**src/design/spsc_defines.svh**
```systemverilog
// register map, field positions, reset values and timing constants
`ifndef SPSC_DEFINES_SVH
`define SPSC_DEFINES_SVH

// register indices; byte address is four times the index
`define SPSC_IDX_STATUS 8'h20
`define SPSC_IDX_DATA 8'h21
`define SPSC_IDX_CTRL1 8'h23
`define SPSC_IDX_CTRL2 8'h24
`define SPSC_ADDR_STATUS 8'h80
`define SPSC_ADDR_DATA 8'h84
`define SPSC_ADDR_CTRL1 8'h8C
`define SPSC_ADDR_CTRL2 8'h90

// reset values
`define SPSC_RST_STATUS 8'hC0
`define SPSC_RST_CTRL1 8'h00
`define SPSC_RST_CTRL2 8'h00

// control one fields
`define SPSC_C1_RX9 7
`define SPSC_C1_TX9 6
`define SPSC_C1_LPSTOP 5
`define SPSC_C1_WLEN 4
`define SPSC_C1_WAKE 3
`define SPSC_C1_PEN 2
`define SPSC_C1_PODD 1
`define SPSC_C1_PIE 0

// control two fields
`define SPSC_C2_TIE 7
`define SPSC_C2_TX_DONE_IRQ_EN 6
`define SPSC_C2_RIE 5
`define SPSC_C2_LINE_QUIET_IRQ_EN 4
`define SPSC_C2_TE 3
`define SPSC_C2_RE 2
`define SPSC_C2_MUTE 1
`define SPSC_C2_BRK 0

// timing: bit rate and oversampling
`define SPSC_CLK_HZ 50000000
`define SPSC_BAUD 115200
`define SPSC_OVERSAMPLE 16
`define SPSC_TICK_DIV (`SPSC_CLK_HZ / (`SPSC_BAUD * `SPSC_OVERSAMPLE))

// axi responses
`define SPSC_RESP_OKAY 2'b00
`define SPSC_RESP_SLVERR 2'b10

`endif

```
**src/design/spsc_pkg.sv**
```systemverilog
// types shared by the serial port status and control block
package spsc_pkg;
    typedef enum logic [1:0] {
        SPSC_TX_IDLE = 2'b01,
        SPSC_TX_SHIFT = 2'b10
    } spsc_tx_state_t;

    typedef enum logic [3:0] {
        SPSC_RX_IDLE = 4'b0001,
        SPSC_RX_START = 4'b0010,
        SPSC_RX_DATA = 4'b0100,
        SPSC_RX_STOP = 4'b1000
    } spsc_rx_state_t;
endpackage

```
**src/design/spsc_top.sv**
```systemverilog
// serial port with status/control registers on an axi4-lite slave
// What this block does
// - set tx empty on holding-to-shifter move, irq
// - clear tx flags: status access, data write
// - no shifter load while tx empty set
// - set tx done after data/preamble/break frame
// - clear rx flags: status access, data read
// - quiet flag once per received word
// - overrun keeps holding register, shifter overwritten
// - noise flag set without own interrupt
// - framing error flag; overrun takes precedence
// - parity error flag with its interrupt enable
// - ninth bit received and transmitted
// - low-power stop halts ticks after frame
// - word length eight or nine bits
// - wake method: quiet line or address mark
// - parity replaces msb, applies next frame
// - even or odd parity, next frame
// - interrupt when any enabled flag set
// - transmit pin owned until both enables off
// - enable pulse during frame sends preamble
// - receiver enable starts start-bit search
// - mute bit, hardware clears on wake
// - break bit sends breaks; pulse sends one
// - muted receiver sets no flags, no irq
// - address mark wakes and receives word
//
// The implementer's own choices: the address map and register access over AXI4-Lite.
`timescale 1ns/1ns
`include "spsc_defines.svh"

module spsc_top
    import spsc_pkg::*;
(
    // clock and reset
    input wire logic clk,
    input wire logic srst,
    // axi4-lite write address and data
    input wire logic [7:0] s_axi_awaddr,
    input wire logic s_axi_awvalid,
    output logic s_axi_awready,
    input wire logic [31:0] s_axi_wdata,
    input wire logic [3:0] s_axi_wstrb,
    input wire logic s_axi_wvalid,
    output logic s_axi_wready,
    // axi4-lite write response
    output logic [1:0] s_axi_bresp,
    output logic s_axi_bvalid,
    input wire logic s_axi_bready,
    // axi4-lite read
    input wire logic [7:0] s_axi_araddr,
    input wire logic s_axi_arvalid,
    output logic s_axi_arready,
    output logic [31:0] s_axi_rdata,
    output logic [1:0] s_axi_rresp,
    output logic s_axi_rvalid,
    input wire logic s_axi_rready,
    // serial pins
    input wire logic rxd,
    output logic txd,
    output logic txd_oe,
    // interrupt request
    output logic irq
);
    localparam logic [15:0] TICK_DIV = 16'(`SPSC_TICK_DIV);
    localparam logic [7:0] RST_STATUS = `SPSC_RST_STATUS;

    // registers
    logic [7:0] ctrl_one;
    logic [7:0] ctrl_two;
    logic tx_empty_flag, tx_done_flag, rx_full_flag, quiet_flag;
    logic overrun_flag, noise_flag, framing_error_flag, parity_error_flag;
    logic [7:0] tx_holding_reg, rx_holding_reg;
    logic rx_ninth_bit;
    logic status_seen;

    // axi holding state
    logic aw_held, w_held;
    logic [7:0] wr_addr;
    logic [7:0] wr_data;
    logic wr_lane0;

    // pin sync and ticks
    logic rxd_meta, rxd_s;
    logic [15:0] tick_cnt;
    logic tick;

    // transmitter
    spsc_tx_state_t tx_state;
    logic [10:0] tx_frame;
    logic [3:0] tx_bits;
    logic [3:0] tx_sub;
    logic te_prev, brk_prev, pre_pend, brk_pend;

    // receiver
    spsc_rx_state_t rx_state;
    logic [3:0] rx_sub;
    logic [3:0] rx_bits;
    logic [8:0] rx_shift;
    logic [2:0] rx_samp;
    logic rx_noise;
    logic rx_m, rx_pen, rx_podd;
    logic [7:0] idle_cnt;
    logic quiet_armed;

    // control fields
    wire wlen9 = ctrl_one[`SPSC_C1_WLEN];
    wire lp_stop = ctrl_one[`SPSC_C1_LPSTOP];
    wire pen = ctrl_one[`SPSC_C1_PEN];
    wire podd = ctrl_one[`SPSC_C1_PODD];
    wire tx_enable = ctrl_two[`SPSC_C2_TE];
    wire rx_enable = ctrl_two[`SPSC_C2_RE];
    wire rx_mute = ctrl_two[`SPSC_C2_MUTE];
    wire send_brk = ctrl_two[`SPSC_C2_BRK];

    // bus decode
    wire wr_go = aw_held && w_held && !s_axi_bvalid;
    wire wr_en = wr_go && wr_lane0;
    wire wr_ctrl1 = wr_en && (wr_addr == `SPSC_ADDR_CTRL1);
    wire wr_ctrl2 = wr_en && (wr_addr == `SPSC_ADDR_CTRL2);
    wire wr_dat = wr_en && (wr_addr == `SPSC_ADDR_DATA);
    wire wr_hit = (wr_addr == `SPSC_ADDR_STATUS) ||
                  (wr_addr == `SPSC_ADDR_DATA) ||
                  (wr_addr == `SPSC_ADDR_CTRL1) ||
                  (wr_addr == `SPSC_ADDR_CTRL2);
    wire rd_go = s_axi_arvalid && s_axi_arready;
    wire rd_stat = rd_go && (s_axi_araddr == `SPSC_ADDR_STATUS);
    wire rd_dat = rd_go && (s_axi_araddr == `SPSC_ADDR_DATA);
    wire rd_c1 = (s_axi_araddr == `SPSC_ADDR_CTRL1);
    wire rd_c2 = (s_axi_araddr == `SPSC_ADDR_CTRL2);
    wire rd_hit = (s_axi_araddr == `SPSC_ADDR_STATUS) ||
                  (s_axi_araddr == `SPSC_ADDR_DATA) || rd_c1 || rd_c2;
    wire [7:0] status_val = {tx_empty_flag, tx_done_flag, rx_full_flag,
                             quiet_flag, overrun_flag, noise_flag,
                             framing_error_flag, parity_error_flag};
    wire [7:0] rd_byte = (s_axi_araddr == `SPSC_ADDR_STATUS) ? status_val :
                         (s_axi_araddr == `SPSC_ADDR_DATA) ? rx_holding_reg :
                         rd_c1 ? {rx_ninth_bit, ctrl_one[6:0]} :
                         rd_c2 ? ctrl_two : 8'h00;
    wire tx_clr = status_seen && wr_dat;
    wire rx_clr = status_seen && rd_dat;

    // ticks stop only once both shifters are idle
    wire halted = lp_stop && (tx_state == SPSC_TX_IDLE) &&
                  (rx_state == SPSC_RX_IDLE);

    // transmit frame build; parity taken from live bits at load time
    wire [7:0] hd = tx_holding_reg;
    // parity over seven or eight low bits
    wire par8 = (^hd[7:0]) ^ podd;
    wire par7 = (^hd[6:0]) ^ podd;
    wire [7:0] hd_out = (pen && !wlen9) ? {par7, hd[6:0]} : hd;
    wire nine_out = pen ? par8 : ctrl_one[`SPSC_C1_TX9];
    wire [10:0] data_frame = wlen9 ? {1'b1, nine_out, hd_out, 1'b0} :
                                     {2'b11, hd_out, 1'b0};
    wire [3:0] frame_len = wlen9 ? 4'd11 : 4'd10;
    // start on a tick so the start bit is a whole bit long
    wire tx_can_start = (tx_state == SPSC_TX_IDLE) && tx_enable &&
                        !lp_stop && tick;
    wire want_brk = send_brk || brk_pend;
    // holding moves only when software has refilled it
    wire tx_load = tx_can_start && !want_brk && !pre_pend && !tx_empty_flag;
    wire tx_end = (tx_state == SPSC_TX_SHIFT) && tick && (tx_sub == 4'hF) &&
                  (tx_bits == 4'd1);

    // receiver decode
    wire maj = (rx_samp[0] & rx_samp[1]) | (rx_samp[1] & rx_samp[2]) |
               (rx_samp[0] & rx_samp[2]);
    wire samp_noisy = !(&rx_samp) && (|rx_samp);
    wire rx_bit_end = tick && (rx_sub == 4'hF);
    wire rx_done = (rx_state == SPSC_RX_STOP) && tick && (rx_sub == 4'hA);
    wire [8:0] rx_word = rx_m ? rx_shift : {1'b0, rx_shift[8:1]};
    wire rx_msb = rx_m ? rx_word[8] : rx_word[7];
    wire par_bad = rx_pen &&
                   (((rx_m ? ^rx_word[8:0] : ^rx_word[7:0])) != rx_podd);
    wire addr_wake = rx_done && rx_mute && ctrl_one[`SPSC_C1_WAKE] && rx_msb;
    wire rx_accept = rx_done && (!rx_mute || addr_wake);
    wire rx_store = rx_accept && !rx_full_flag;
    wire rx_over = rx_accept && rx_full_flag;
    wire [7:0] idle_len = wlen9 ? 8'd176 : 8'd160;
    wire line_idle = tick && (rx_state == SPSC_RX_IDLE) && rx_enable &&
                     (idle_cnt == idle_len - 8'd1);
    // quiet-line wake, no quiet flag then
    wire idle_wake = line_idle && rx_mute && !ctrl_one[`SPSC_C1_WAKE];
    // one quiet flag per received word
    wire quiet_set = line_idle && !rx_mute && quiet_armed;

    // pin synchroniser
    always_ff @(posedge clk) begin
        if (srst) begin
            rxd_meta <= 1'b1;
            rxd_s <= 1'b1;
        end else begin
            rxd_meta <= rxd;
            rxd_s <= rxd_meta;
        end
    end

    // oversampling tick
    always_ff @(posedge clk) begin
        if (srst || halted || tick_cnt == TICK_DIV - 16'd1) begin
            tick_cnt <= 16'h0000;
        end else begin
            tick_cnt <= tick_cnt + 16'd1;
        end
        tick <= !srst && !halted && (tick_cnt == TICK_DIV - 16'd1);
    end

    // axi write channel: address and data taken in either order
    always_ff @(posedge clk) begin
        if (srst) begin
            aw_held <= 1'b0;
            w_held <= 1'b0;
            s_axi_awready <= 1'b1;
            s_axi_wready <= 1'b1;
            s_axi_bvalid <= 1'b0;
            s_axi_bresp <= `SPSC_RESP_OKAY;
            wr_addr <= 8'h00;
            wr_data <= 8'h00;
            wr_lane0 <= 1'b0;
        end else begin
            if (s_axi_awvalid && s_axi_awready) begin
                aw_held <= 1'b1;
                s_axi_awready <= 1'b0;
                wr_addr <= s_axi_awaddr;
            end
            if (s_axi_wvalid && s_axi_wready) begin
                w_held <= 1'b1;
                s_axi_wready <= 1'b0;
                wr_data <= s_axi_wdata[7:0];
                wr_lane0 <= s_axi_wstrb[0];
            end
            if (wr_go) begin
                aw_held <= 1'b0;
                w_held <= 1'b0;
                s_axi_bvalid <= 1'b1;
                s_axi_bresp <= wr_hit ? `SPSC_RESP_OKAY : `SPSC_RESP_SLVERR;
            end
            if (s_axi_bvalid && s_axi_bready) begin
                s_axi_bvalid <= 1'b0;
                s_axi_awready <= 1'b1;
                s_axi_wready <= 1'b1;
            end
        end
    end

    // axi read channel
    always_ff @(posedge clk) begin
        if (srst) begin
            s_axi_arready <= 1'b1;
            s_axi_rvalid <= 1'b0;
            s_axi_rdata <= 32'h0000_0000;
            s_axi_rresp <= `SPSC_RESP_OKAY;
        end else if (rd_go) begin
            s_axi_arready <= 1'b0;
            s_axi_rvalid <= 1'b1;
            s_axi_rdata <= {24'h00_0000, rd_byte};
            s_axi_rresp <= rd_hit ? `SPSC_RESP_OKAY : `SPSC_RESP_SLVERR;
        end else if (s_axi_rvalid && s_axi_rready) begin
            s_axi_rvalid <= 1'b0;
            s_axi_arready <= 1'b1;
        end
    end

    // control registers and data port
    always_ff @(posedge clk) begin
        if (srst) begin
            ctrl_one <= `SPSC_RST_CTRL1;
            ctrl_two <= `SPSC_RST_CTRL2;
            tx_holding_reg <= 8'h00;
            status_seen <= 1'b0;
        end else begin
            if (wr_ctrl1) begin
                ctrl_one <= {1'b0, wr_data[6:0]};
            end
            // software write to mute wins over a wake in the same cycle
            if (wr_ctrl2) begin
                ctrl_two <= wr_data;
            end else if (addr_wake || idle_wake) begin
                ctrl_two[`SPSC_C2_MUTE] <= 1'b0;
            end
            if (wr_dat) begin
                tx_holding_reg <= wr_data;
            end
            // remember status access until a data access
            if (rd_stat || (wr_en && wr_addr == `SPSC_ADDR_STATUS)) begin
                status_seen <= 1'b1;
            end else if (rd_dat || wr_dat) begin
                status_seen <= 1'b0;
            end
        end
    end

    // transmit flags; a set in the clearing cycle wins
    always_ff @(posedge clk) begin
        if (srst) begin
            tx_empty_flag <= RST_STATUS[7];
            tx_done_flag <= RST_STATUS[6];
        end else begin
            // empty on load, cleared by sequence
            if (tx_load) begin
                tx_empty_flag <= 1'b1;
            end else if (tx_clr) begin
                tx_empty_flag <= 1'b0;
            end
            if (tx_end) begin
                tx_done_flag <= 1'b1;
            end else if (tx_clr) begin
                tx_done_flag <= 1'b0;
            end
        end
    end

    // transmitter shifter
    always_ff @(posedge clk) begin
        if (srst) begin
            tx_state <= SPSC_TX_IDLE;
            tx_frame <= 11'h7FF;
            tx_bits <= 4'd0;
            tx_sub <= 4'h0;
            txd <= 1'b1;
            te_prev <= 1'b0;
            brk_prev <= 1'b0;
            pre_pend <= 1'b0;
            brk_pend <= 1'b0;
        end else begin
            te_prev <= tx_enable;
            brk_prev <= send_brk;
            // enable pulse while busy queues a preamble
            if (tx_state == SPSC_TX_SHIFT && tx_enable && !te_prev) begin
                pre_pend <= 1'b1;
            end
            // break bit pulse queues one break
            if (tx_state == SPSC_TX_SHIFT && brk_prev && !send_brk) begin
                brk_pend <= 1'b1;
            end
            unique case (tx_state)
                SPSC_TX_IDLE: begin
                    txd <= 1'b1;
                    tx_sub <= 4'h0;
                    tx_bits <= frame_len;
                    if (tx_can_start && want_brk) begin
                        tx_frame <= 11'h000;
                        brk_pend <= 1'b0;
                        tx_state <= SPSC_TX_SHIFT;
                    end else if (tx_can_start && pre_pend) begin
                        tx_frame <= 11'h7FF;
                        pre_pend <= 1'b0;
                        tx_state <= SPSC_TX_SHIFT;
                    // frame of ten or eleven bits
                    end else if (tx_load) begin
                        tx_frame <= data_frame;
                        tx_state <= SPSC_TX_SHIFT;
                    end
                end
                SPSC_TX_SHIFT: begin
                    txd <= tx_frame[0];
                    if (tick) begin
                        tx_sub <= tx_sub + 4'h1;
                        if (tx_sub == 4'hF) begin
                            tx_frame <= {1'b1, tx_frame[10:1]};
                            tx_bits <= tx_bits - 4'd1;
                            if (tx_bits == 4'd1) begin
                                tx_state <= SPSC_TX_IDLE;
                            end
                        end
                    end
                end
            endcase
        end
    end

    // pin kept until both enables are off
    always_ff @(posedge clk) begin
        if (srst) begin
            txd_oe <= 1'b0;
        end else begin
            txd_oe <= tx_enable || (txd_oe && rx_enable);
        end
    end

    // receiver shifter
    always_ff @(posedge clk) begin
        if (srst) begin
            rx_state <= SPSC_RX_IDLE;
            rx_sub <= 4'h0;
            rx_bits <= 4'd0;
            rx_shift <= 9'h000;
            rx_samp <= 3'b111;
            rx_noise <= 1'b0;
            rx_m <= 1'b0;
            rx_pen <= 1'b0;
            rx_podd <= 1'b0;
        end else begin
            if (tick && rx_sub >= 4'h7 && rx_sub <= 4'h9) begin
                rx_samp <= {rx_samp[1:0], rxd_s};
            end
            if (tick) begin
                rx_sub <= rx_sub + 4'h1;
            end
            unique case (rx_state)
                SPSC_RX_IDLE: begin
                    rx_sub <= 4'h0;
                    rx_noise <= 1'b0;
                    // search for start bit when enabled
                    if (rx_enable && !lp_stop && !rxd_s) begin
                        rx_state <= SPSC_RX_START;
                        rx_m <= wlen9;
                        rx_pen <= pen;
                        rx_podd <= podd;
                    end
                end
                SPSC_RX_START: begin
                    if (rx_bit_end) begin
                        rx_bits <= 4'd0;
                        rx_noise <= samp_noisy;
                        rx_state <= maj ? SPSC_RX_IDLE : SPSC_RX_DATA;
                    end
                end
                SPSC_RX_DATA: begin
                    if (rx_bit_end) begin
                        // nine bits shift fully when selected
                        rx_shift <= {maj, rx_shift[8:1]};
                        rx_noise <= rx_noise | samp_noisy;
                        rx_bits <= rx_bits + 4'd1;
                        if (rx_bits == (rx_m ? 4'd8 : 4'd7)) begin
                            rx_state <= SPSC_RX_STOP;
                        end
                    end
                end
                SPSC_RX_STOP: begin
                    // end mid stop bit to catch a following start
                    if (rx_done) begin
                        rx_state <= SPSC_RX_IDLE;
                    end
                end
            endcase
            if (!rx_enable) begin
                rx_state <= SPSC_RX_IDLE;
            end
        end
    end

    // quiet-line detection
    always_ff @(posedge clk) begin
        if (srst || rxd_s == 1'b0 || rx_state != SPSC_RX_IDLE) begin
            idle_cnt <= 8'h00;
        end else if (tick && idle_cnt != idle_len) begin
            idle_cnt <= idle_cnt + 8'd1;
        end
    end

    // receive flags and holding register; sets win over clears
    always_ff @(posedge clk) begin
        if (srst) begin
            rx_full_flag <= 1'b0;
            quiet_flag <= 1'b0;
            overrun_flag <= 1'b0;
            noise_flag <= 1'b0;
            framing_error_flag <= 1'b0;
            parity_error_flag <= 1'b0;
            rx_holding_reg <= 8'h00;
            rx_ninth_bit <= 1'b0;
            quiet_armed <= 1'b0;
        end else begin
            // status access then data read clears
            if (rx_clr) begin
                rx_full_flag <= 1'b0;
                quiet_flag <= 1'b0;
                overrun_flag <= 1'b0;
                noise_flag <= 1'b0;
                framing_error_flag <= 1'b0;
            end
            // parity clears on a data read or write
            if (rx_clr || tx_clr) begin
                parity_error_flag <= 1'b0;
            end
            if (rx_over) begin
                overrun_flag <= 1'b1;
            end
            if (rx_store) begin
                rx_full_flag <= 1'b1;
                quiet_armed <= 1'b1;
                rx_holding_reg <= rx_word[7:0];
                if (rx_m) begin
                    rx_ninth_bit <= rx_word[8];
                end
                // noise rises with the full flag
                if (rx_noise) begin
                    noise_flag <= 1'b1;
                end
                if (!maj) begin
                    framing_error_flag <= 1'b1;
                end
                if (par_bad) begin
                    parity_error_flag <= 1'b1;
                end
            end
            if (quiet_set) begin
                quiet_flag <= 1'b1;
                quiet_armed <= 1'b0;
            end
        end
    end

    // interrupt request; receive terms masked while muted
    always_ff @(posedge clk) begin
        if (srst) begin
            irq <= 1'b0;
        end else begin
            irq <= (ctrl_two[`SPSC_C2_TIE] && tx_empty_flag) ||
                   (ctrl_two[`SPSC_C2_TX_DONE_IRQ_EN] && tx_done_flag) ||
                   (!rx_mute && ctrl_two[`SPSC_C2_RIE] &&
                    (rx_full_flag || overrun_flag)) ||
                   (!rx_mute && ctrl_two[`SPSC_C2_LINE_QUIET_IRQ_EN] && quiet_flag) ||
                   (!rx_mute && ctrl_one[`SPSC_C1_PIE] && parity_error_flag);
        end
    end
endmodule

```
**config.mk**
```make
export PLATFORM = sky130hd
export DESIGN_NAME = spsc_top
export DESIGN_NICKNAME = d
export VERILOG_FILES = /design/src/design/spsc_pkg.sv /design/src/design/spsc_top.sv
export VERILOG_INCLUDE_DIRS = /design/src /design/src/design
export SDC_FILE = /design/constraint.sdc
export NUM_CORES = 1
export LEC_CHECK = 0
export BUFFER_PORTS_ARGS = -buffer_cell sky130_fd_sc_hd__buf_2
export CAP_MARGIN = 20
export CORE_MARGIN = 4
export CORE_UTILIZATION = 30
export CTS_BUF_LIST = sky130_fd_sc_hd__clkbuf_16
export DETAILED_ROUTE_END_ITERATION = 10
export GPL_TIMING_DRIVEN = 0
export PLACE_DENSITY = 0.48
export SYNTH_ARGS = -nofsm -noshare
export SYNTH_HDL_FRONTEND = slang
export SYNTH_SLANG_ARGS = --single-unit
export TNS_END_PERCENT = 10
```
**constraint.sdc**
```tcl
create_clock -name clk -period 2.2 [get_ports clk]
set_input_delay 0.22 -clock clk [delete_from_list [all_inputs] [get_ports clk]]
set_output_delay 0.22 -clock clk [all_outputs]
set_load 0.05 [all_outputs]
```
; Yosys cells after proc, flatten, opt, wreduce, memory -nomap -nowiden
; Cells that the tools add are included.
[word_totals]
register_bits = 161
latch_bits = 0
ramBits = 0
rom_bits = 0
input_bits = 60
output_inout_bits = 44
word_cells = 316
memories = 0
[op_classes]
add_sub_neg = 7
n_mul = 0
div = 0
order_cmp = 2
eq_ne = 33
shift = 0
muxes = 75
bitwise_logic = 10
n_reduce_logical = 135
[op_table]
columns = cell, n
row1 = logical AND 1 bit, 68
row2 = "== test 8 bit, second input constant", 8
row3 = 2-to-1 mux 11 bit, 5
row4 = 2-to-1 mux 4 bit, 11
row5 = 2-to-1 mux 8 bit, 5
row6 = 2-to-1 mux 1 bit, 34
row7 = one-hot mux 4 bit (2 select lines), 3
row8 = logical OR 1 bit, 22
row9 = one-hot mux 11 bit (2 select lines), 1
row10 = "adder 16 x 1 -> 16 bit, second input constant", 1
row11 = "== test 16 x 5 -> 1 bit, second input constant", 1
row12 = "== test 4 bit, second input constant", 4
row13 = 2-to-1 mux 2 bit, 8
row14 = one-hot mux 4 bit (4 select lines), 1
row15 = parity 8 bit, 2
row16 = logical NOT 1 bit, 15
row17 = nonzero test 2 bit, 7
row18 = OR reduction 2 bit, 7
row19 = "adder 4 x 1 -> 4 bit, second input constant", 3
row20 = AND reduction 3 bit, 4
row21 = 2-to-1 mux 10 bit, 1
row22 = "inequality test 2 bit, second input constant", 5
row23 = 2-to-1 mux 9 bit, 1
row24 = parity 9 bit, 1
row25 = 32 further kinds, 44

; Logic depth before layout (Yosys ltp)
[logic_depth]
word_depth = 11
ltp_mapped = 7
mapped_depth_nobuf = 7

; Worst setup path after synthesis
; OpenSTA, ideal clock, no wires.
[synth_path]
path_kind = flip-flop to flip-flop
start = register s_axi_arready
end = register noise_flag
setup_ns = 0.128
arrival_time_ns = 1.686
required_time_ns = 2.072
slack_ns = 0.387
stages_incl_launch_ff = 6
n_path_buf = 0
synth_period_minus_slack_ns = 1.813
cell_sequence = dfxtp_1 nand2_1 nor3_4 nand4_1 a22oi_1 nor2_1
[synth_via]
elab_chain_len = 6
[synth_rtl]
columns = element, line_no
row1 = start: declaration, spsc_top.sv:53  ; output logic s_axi_arready,
row2 = start signal: assignment, spsc_top.sv:250  ; s_axi_arready <= 1'b1;
row3 = start signal: assignment, spsc_top.sv:255  ; s_axi_arready <= 1'b0;
row4 = start signal: assignment, spsc_top.sv:261  ; s_axi_arready <= 1'b1;
row5 = logical AND 1 bit (*), spsc_top.sv:126  ; wire rd_go = s_axi_arvalid && s_axi_arready;
row6 = logical AND 1 bit (*), spsc_top.sv:128  ; wire rd_dat = rd_go && (s_axi_araddr == `SPSC_ADDR_DATA);
row7 = logical AND 1 bit (*), spsc_top.sv:141  ; wire rx_clr = status_seen && rd_dat;
row8 = 2-to-1 mux 1 bit (*), spsc_top.sv:467  ; if (rx_clr) begin
row9 = 2-to-1 mux 1 bit, spsc_top.sv:489  ; if (rx_noise) begin
row10 = 2-to-1 mux 1 bit (*), spsc_top.sv:481  ; if (rx_store) begin
row11 = end signal: assignment, spsc_top.sv:459  ; noise_flag <= 1'b0;
row12 = end signal: assignment, spsc_top.sv:471  ; noise_flag <= 1'b0;
row13 = end signal: assignment, spsc_top.sv:490  ; noise_flag <= 1'b1;
row14 = end: declaration, spsc_top.sv:72  ; logic overrun_flag, noise_flag, framing_error_flag, parity_error_flag;
; Every way passes the cells marked *; elsewhere a longest branch is shown, timed or not.
; A chain may end at the register's enable or synchronous reset.

; Worst setup path after layout
[layout_path]
start = register ctrl_one[4]
end = register idle_cnt[1]
[layout_via]
elab_chain_len = 3
[layout_rtl]
columns = element, line_no
row1 = start: declaration, spsc_top.sv:69  ; logic [7:0] ctrl_one;
row2 = start signal: assignment, spsc_top.sv:268  ; ctrl_one <= `SPSC_RST_CTRL1;
row3 = start signal: assignment, spsc_top.sv:274  ; ctrl_one <= {1'b0, wr_data[6:0]};
row4 = 2-to-1 mux 5 bit, spsc_top.sv:180  ; wire [7:0] idle_len = wlen9 ? 8'd176 : 8'd160;
row5 = inequality test 8 bit, spsc_top.sv:448  ; end else if (tick && idle_cnt != idle_len) begin
row6 = logical AND 1 bit, spsc_top.sv:448
row7 = end signal: assignment, spsc_top.sv:449  ; idle_cnt <= idle_cnt + 8'd1;
row8 = end: declaration, spsc_top.sv:103  ; logic [7:0] idle_cnt;
; No other way between the ends.

==> out/qor.json <==
{
  "final_layout": {
    "syn2layout_area_growth_pct": 18.6,
    "finish.net_count": 1016,
    "largest-register": "tick_cnt",
    "most-common-layout-cells": "sky130_fd_sc_hd__dfxtp_1 (159), sky130_fd_sc_hd__nor2_1 (113), sky130_fd_sc_hd__nand2_1 (85), sky130_fd_sc_hd__a21oi_1 (60), sky130_fd_sc_hd__buf_2 (52)",
    "layout_commonest_cell": "sky130_fd_sc_hd__dfxtp_1",
    "stdcell_area_sq_um": 8800,
    "drive_gt1_share_pct": 15.0,
    "largestRegisters": "tick_cnt (16), tx_frame (11), rx_shift (9)",
    "largest_register_ff_count": 16
  },
  "clocking": {
    "clock-root-buffer": "sky130_fd_sc_hd__clkbuf_16",
    "htreeDepth": 4,
    "clk_transition_reported_paths_ns": 0.08,
    "cts.path.max_buffers": 2,
    "numCtsBuffers": 17,
    "cts_tree": "done",
    "worst_skew_pair.late_latency_ns": 0.44,
    "cts_sinks": 159
  },
  "critical_path": {
    "critPathMaxFanout": 9,
    "timing.critical_path.slowest_cell_delay_ns": 0.67,
    "cp_slowest_cell": "sky130_fd_sc_hd__o41ai_1",
    "critical_path_required_ns": 2.51,
    "timing.setup.critical_path_class": "register to register",
    "crit_chain": "clkbuf_1 > xor2_1 > o41ai_1 > mux2i_1 > nor2_1",
    "startpoint_type": "register",
    "crit_path_end_kind": "register",
    "critical_path.top_delay_family": "compound AO/OA/AOI/OAI gates",
    "worstPathArrival_ns": 2.38,
    "worstPathBufferInverterCount": 1
  },
  "power": {
    "intPower_mw": 4.62,
    "share_clk_of_total_power_pct": 45.7,
    "power.static_leakage_nw": 3.36,
    "switchingPower_mw": 1.79,
    "power.combinational.fraction_pct": 7.6,
    "switching_share_pct": 27.9,
    "power_density_nw_per_um2": 729,
    "sequentialPowerShare_pct": 46.8,
    "peakVddDrop_mv": 0.435
  },
  "route": {
    "vias_per_cell": 4.64,
    "detail_route.first_pass.iterations": 4,
    "detail_route.iter0.violations": 269,
    "vias": 5945,
    "drt-wirelength-per-cell_microns": 14.6,
    "drc_errors": 0,
    "route.antenna.remaining_nets": 0,
    "wl_mm": 18.7
  },
  "yosys": {
    "yosys.cell_types.count": 72,
    "netlist_instances": 848,
    "netlist_area_sq_um": 7410,
    "synth_edf_count": 0,
    "synth_sequential_area_ratio_pct": 42.9,
    "avgSynthCellArea_sq_um": 8.74,
    "netlist.top_cell.by_area": "sky130_fd_sc_hd__dfxtp_1",
    "synth-async-reset-ratio_pct": 0,
    "postSynth.topFlopCell": "sky130_fd_sc_hd__dfxtp_1",
    "synthesis.yosys.warnings": 0,
    "yosys_register_bits": 159,
    "synth_area_leaders": "sky130_fd_sc_hd__dfxtp_1 (43%), sky130_fd_sc_hd__mux2i_1 (5.9%), sky130_fd_sc_hd__nor2_1 (5.7%), sky130_fd_sc_hd__nand2_1 (4.3%), sky130_fd_sc_hd__a21oi_1 (4.0%)",
    "post-synth-top-area-fraction_pct": 42.9
  },
  "run": {
    "drv_cap": 0
  },
  "status": {
    "outcome": "finished, final reports clean"
  },
  "sta": {
    "achievable-frequency_mhz": 483,
    "setup_violation_total_in_the_final_timing_report": 0,
    "worst_slew_margin_rel_pct": 44.2,
    "fin_crit_ns": 2.07,
    "whs_ns": 0.0167,
    "worst_clock_skew_ns": 0.0136,
    "setup_repair_after_global_routing_missed_its_margin": "yes",
    "tightest_slew_ns": 0.838,
    "final-max-slew-violation-count": 0,
    "timing.final.hold_violations": 0,
    "final.period_utilization_pct": 94.2
  },
  "die": {
    "core-area_sq_um": 24300,
    "die_w_microns": 165,
    "initial_core_util_pct": 30.5,
    "die-area_sq_um": 27300,
    "chipHeight_microns": 165,
    "num_rows": 57,
    "i_o_pins": 104
  },
  "placed_design": {
    "finalWeightedCongestion": 0.771,
    "post_dp_cell_area_sq_um": 8160,
    "port-buffer-count": 49,
    "dp_hpwl_mm": 13.6
  },
  "global_routing": {
    "grt_antenna_before_repair": 0,
    "grt_pass1_wl_mm": 30.2,
    "grt_remaining_overflow": 0,
    "global_route.usage.total_pct": 14.0,
    "largest_net_degree_at_the_start_of_global_routing": 19,
    "grt_pass1_vias": 5724
  },
  "min_path": {
    "hold_path.class": "input pin to register"
  }
}
power groups by stage:
stage | clock (mW) | combinational (mW) | sequential [mW]
after detailed placement | 0 | 0.484 | 3.06
after floorplan | 0 | 0.336 | 3.08
after global placement | 0 | 0.484 | 3.06
final | 2.93 | 0.487 | 3.00
after global routing | 3.13 | 0.535 | 3.01
after CTS | 3.00 | 0.489 | 3.00
repair_timing:
action	in CTS	in global routing
resized for setup	0	2
hold buffers	3	0
buffers inserted	0	0
endpoints found under the setup margin	0	8
hold endpoints to repair	3	0
worst reg2reg max path, cell delays in order (launching register included):
cell	delay [ns]
sky130_fd_sc_hd__dfxtp_1	0.31
sky130_fd_sc_hd__clkbuf_1	0.51
sky130_fd_sc_hd__xor2_1	0.14
sky130_fd_sc_hd__o41ai_1	0.67
sky130_fd_sc_hd__mux2i_1	0.26
sky130_fd_sc_hd__nor2_1	0.06
kinds of logic (layout without fill, tap and decap cells):
kind of cell	count (synthesis)	in the layout	share of synthesized area, %
AOI/OAI and AO/OA	154	154	13.6
xor gates and xnor gates	49	49	5.97
adders and majority gates	13	13	2.16
buffers and inverters	95	179	6.75
DFF	159	159	42.9
muxes	45	45	6.09
other	1	27	0.0506
and+or+nand+nor	332	332	22.5
through the flow:
| step | std cells | setup WS (ns) | utilization [%] | power [mW] | setup TNS, ns |
|---|---|---|---|---|---|
| finish | 1282 | 0.128 | 36.2 | 6.41 | 0 |
| global route | 1281 | -0.0584 | 36.2 | 6.67 | -0.0611 |
| CTS | 1281 | 0.0333 | 36.1 | 6.49 | 0 |
| floorplan | 873 | 0.387 | - | 3.42 | 0 |
| detailed placement | 1246 | 0.0620 | 33.5 | 3.55 | 0 |
| global placement | 1246 | 0.0674 | 33.5 | 3.55 | 0 |
path summary, 6_finish.rpt:
check / start / end / slack (ns) / cells past startpoint
hold / removal: s_axi_wdata[2] / wr_data[2] / 0.02 / 3
setup reg to reg: ctrl_one[4] / idle_cnt[1] / 0.13 / 5
setup / recovery: ctrl_one[4] / idle_cnt[1] / 0.13 / 5
hold reg to reg: rxd_meta / rxd_s / 0.41 / 1
per-layer routing:
metal | global-route usage (%) | vias up | share of wire (%) | wire [microns]
li1 | - | 3092 | - | -
met1 | 19.5 | 2757 | 49 | 9180
met2 | 22.3 | 79 | 46 | 8580
met3 | 2.78 | 17 | 3.8 | 720
met4 | 3.78 | 0 | 1.2 | 230
met5 | 0 | - | 0 | 0
cells in the mapped netlist (all sizes together), types with 11 or more instances:
cell type and instances:
mux2i 44, nor3 13, nand3 28, inv 27, o211ai 11, a211oi 15, o21ai 23, dfxtp 159
a21oi 60, xnor2 28, o22ai 12, nand2 85, ha 12, clkbuf 30, buf 37, nor2b 15
nand2b 12, xor2 20, nor2 113, nand4 13
area by class of cell:
| type | instances | area [sq um] |
|---|---|---|
| tap | 324 | 405 |
| timing repair buffer | 52 | 275 |
| buffer | 67 | 395 |
| clock buffer | 17 | 425 |
| sequential | 159 | 3180 |
| clock inverter | 15 | 171 |
| inverter | 28 | 105 |
| multi-input combinational | 619 | 3830 |
| antenna | 1 | 2.50 |
| fill | 2512 | 15500 |
Note: power is estimated with default switching activity, not from simulation.
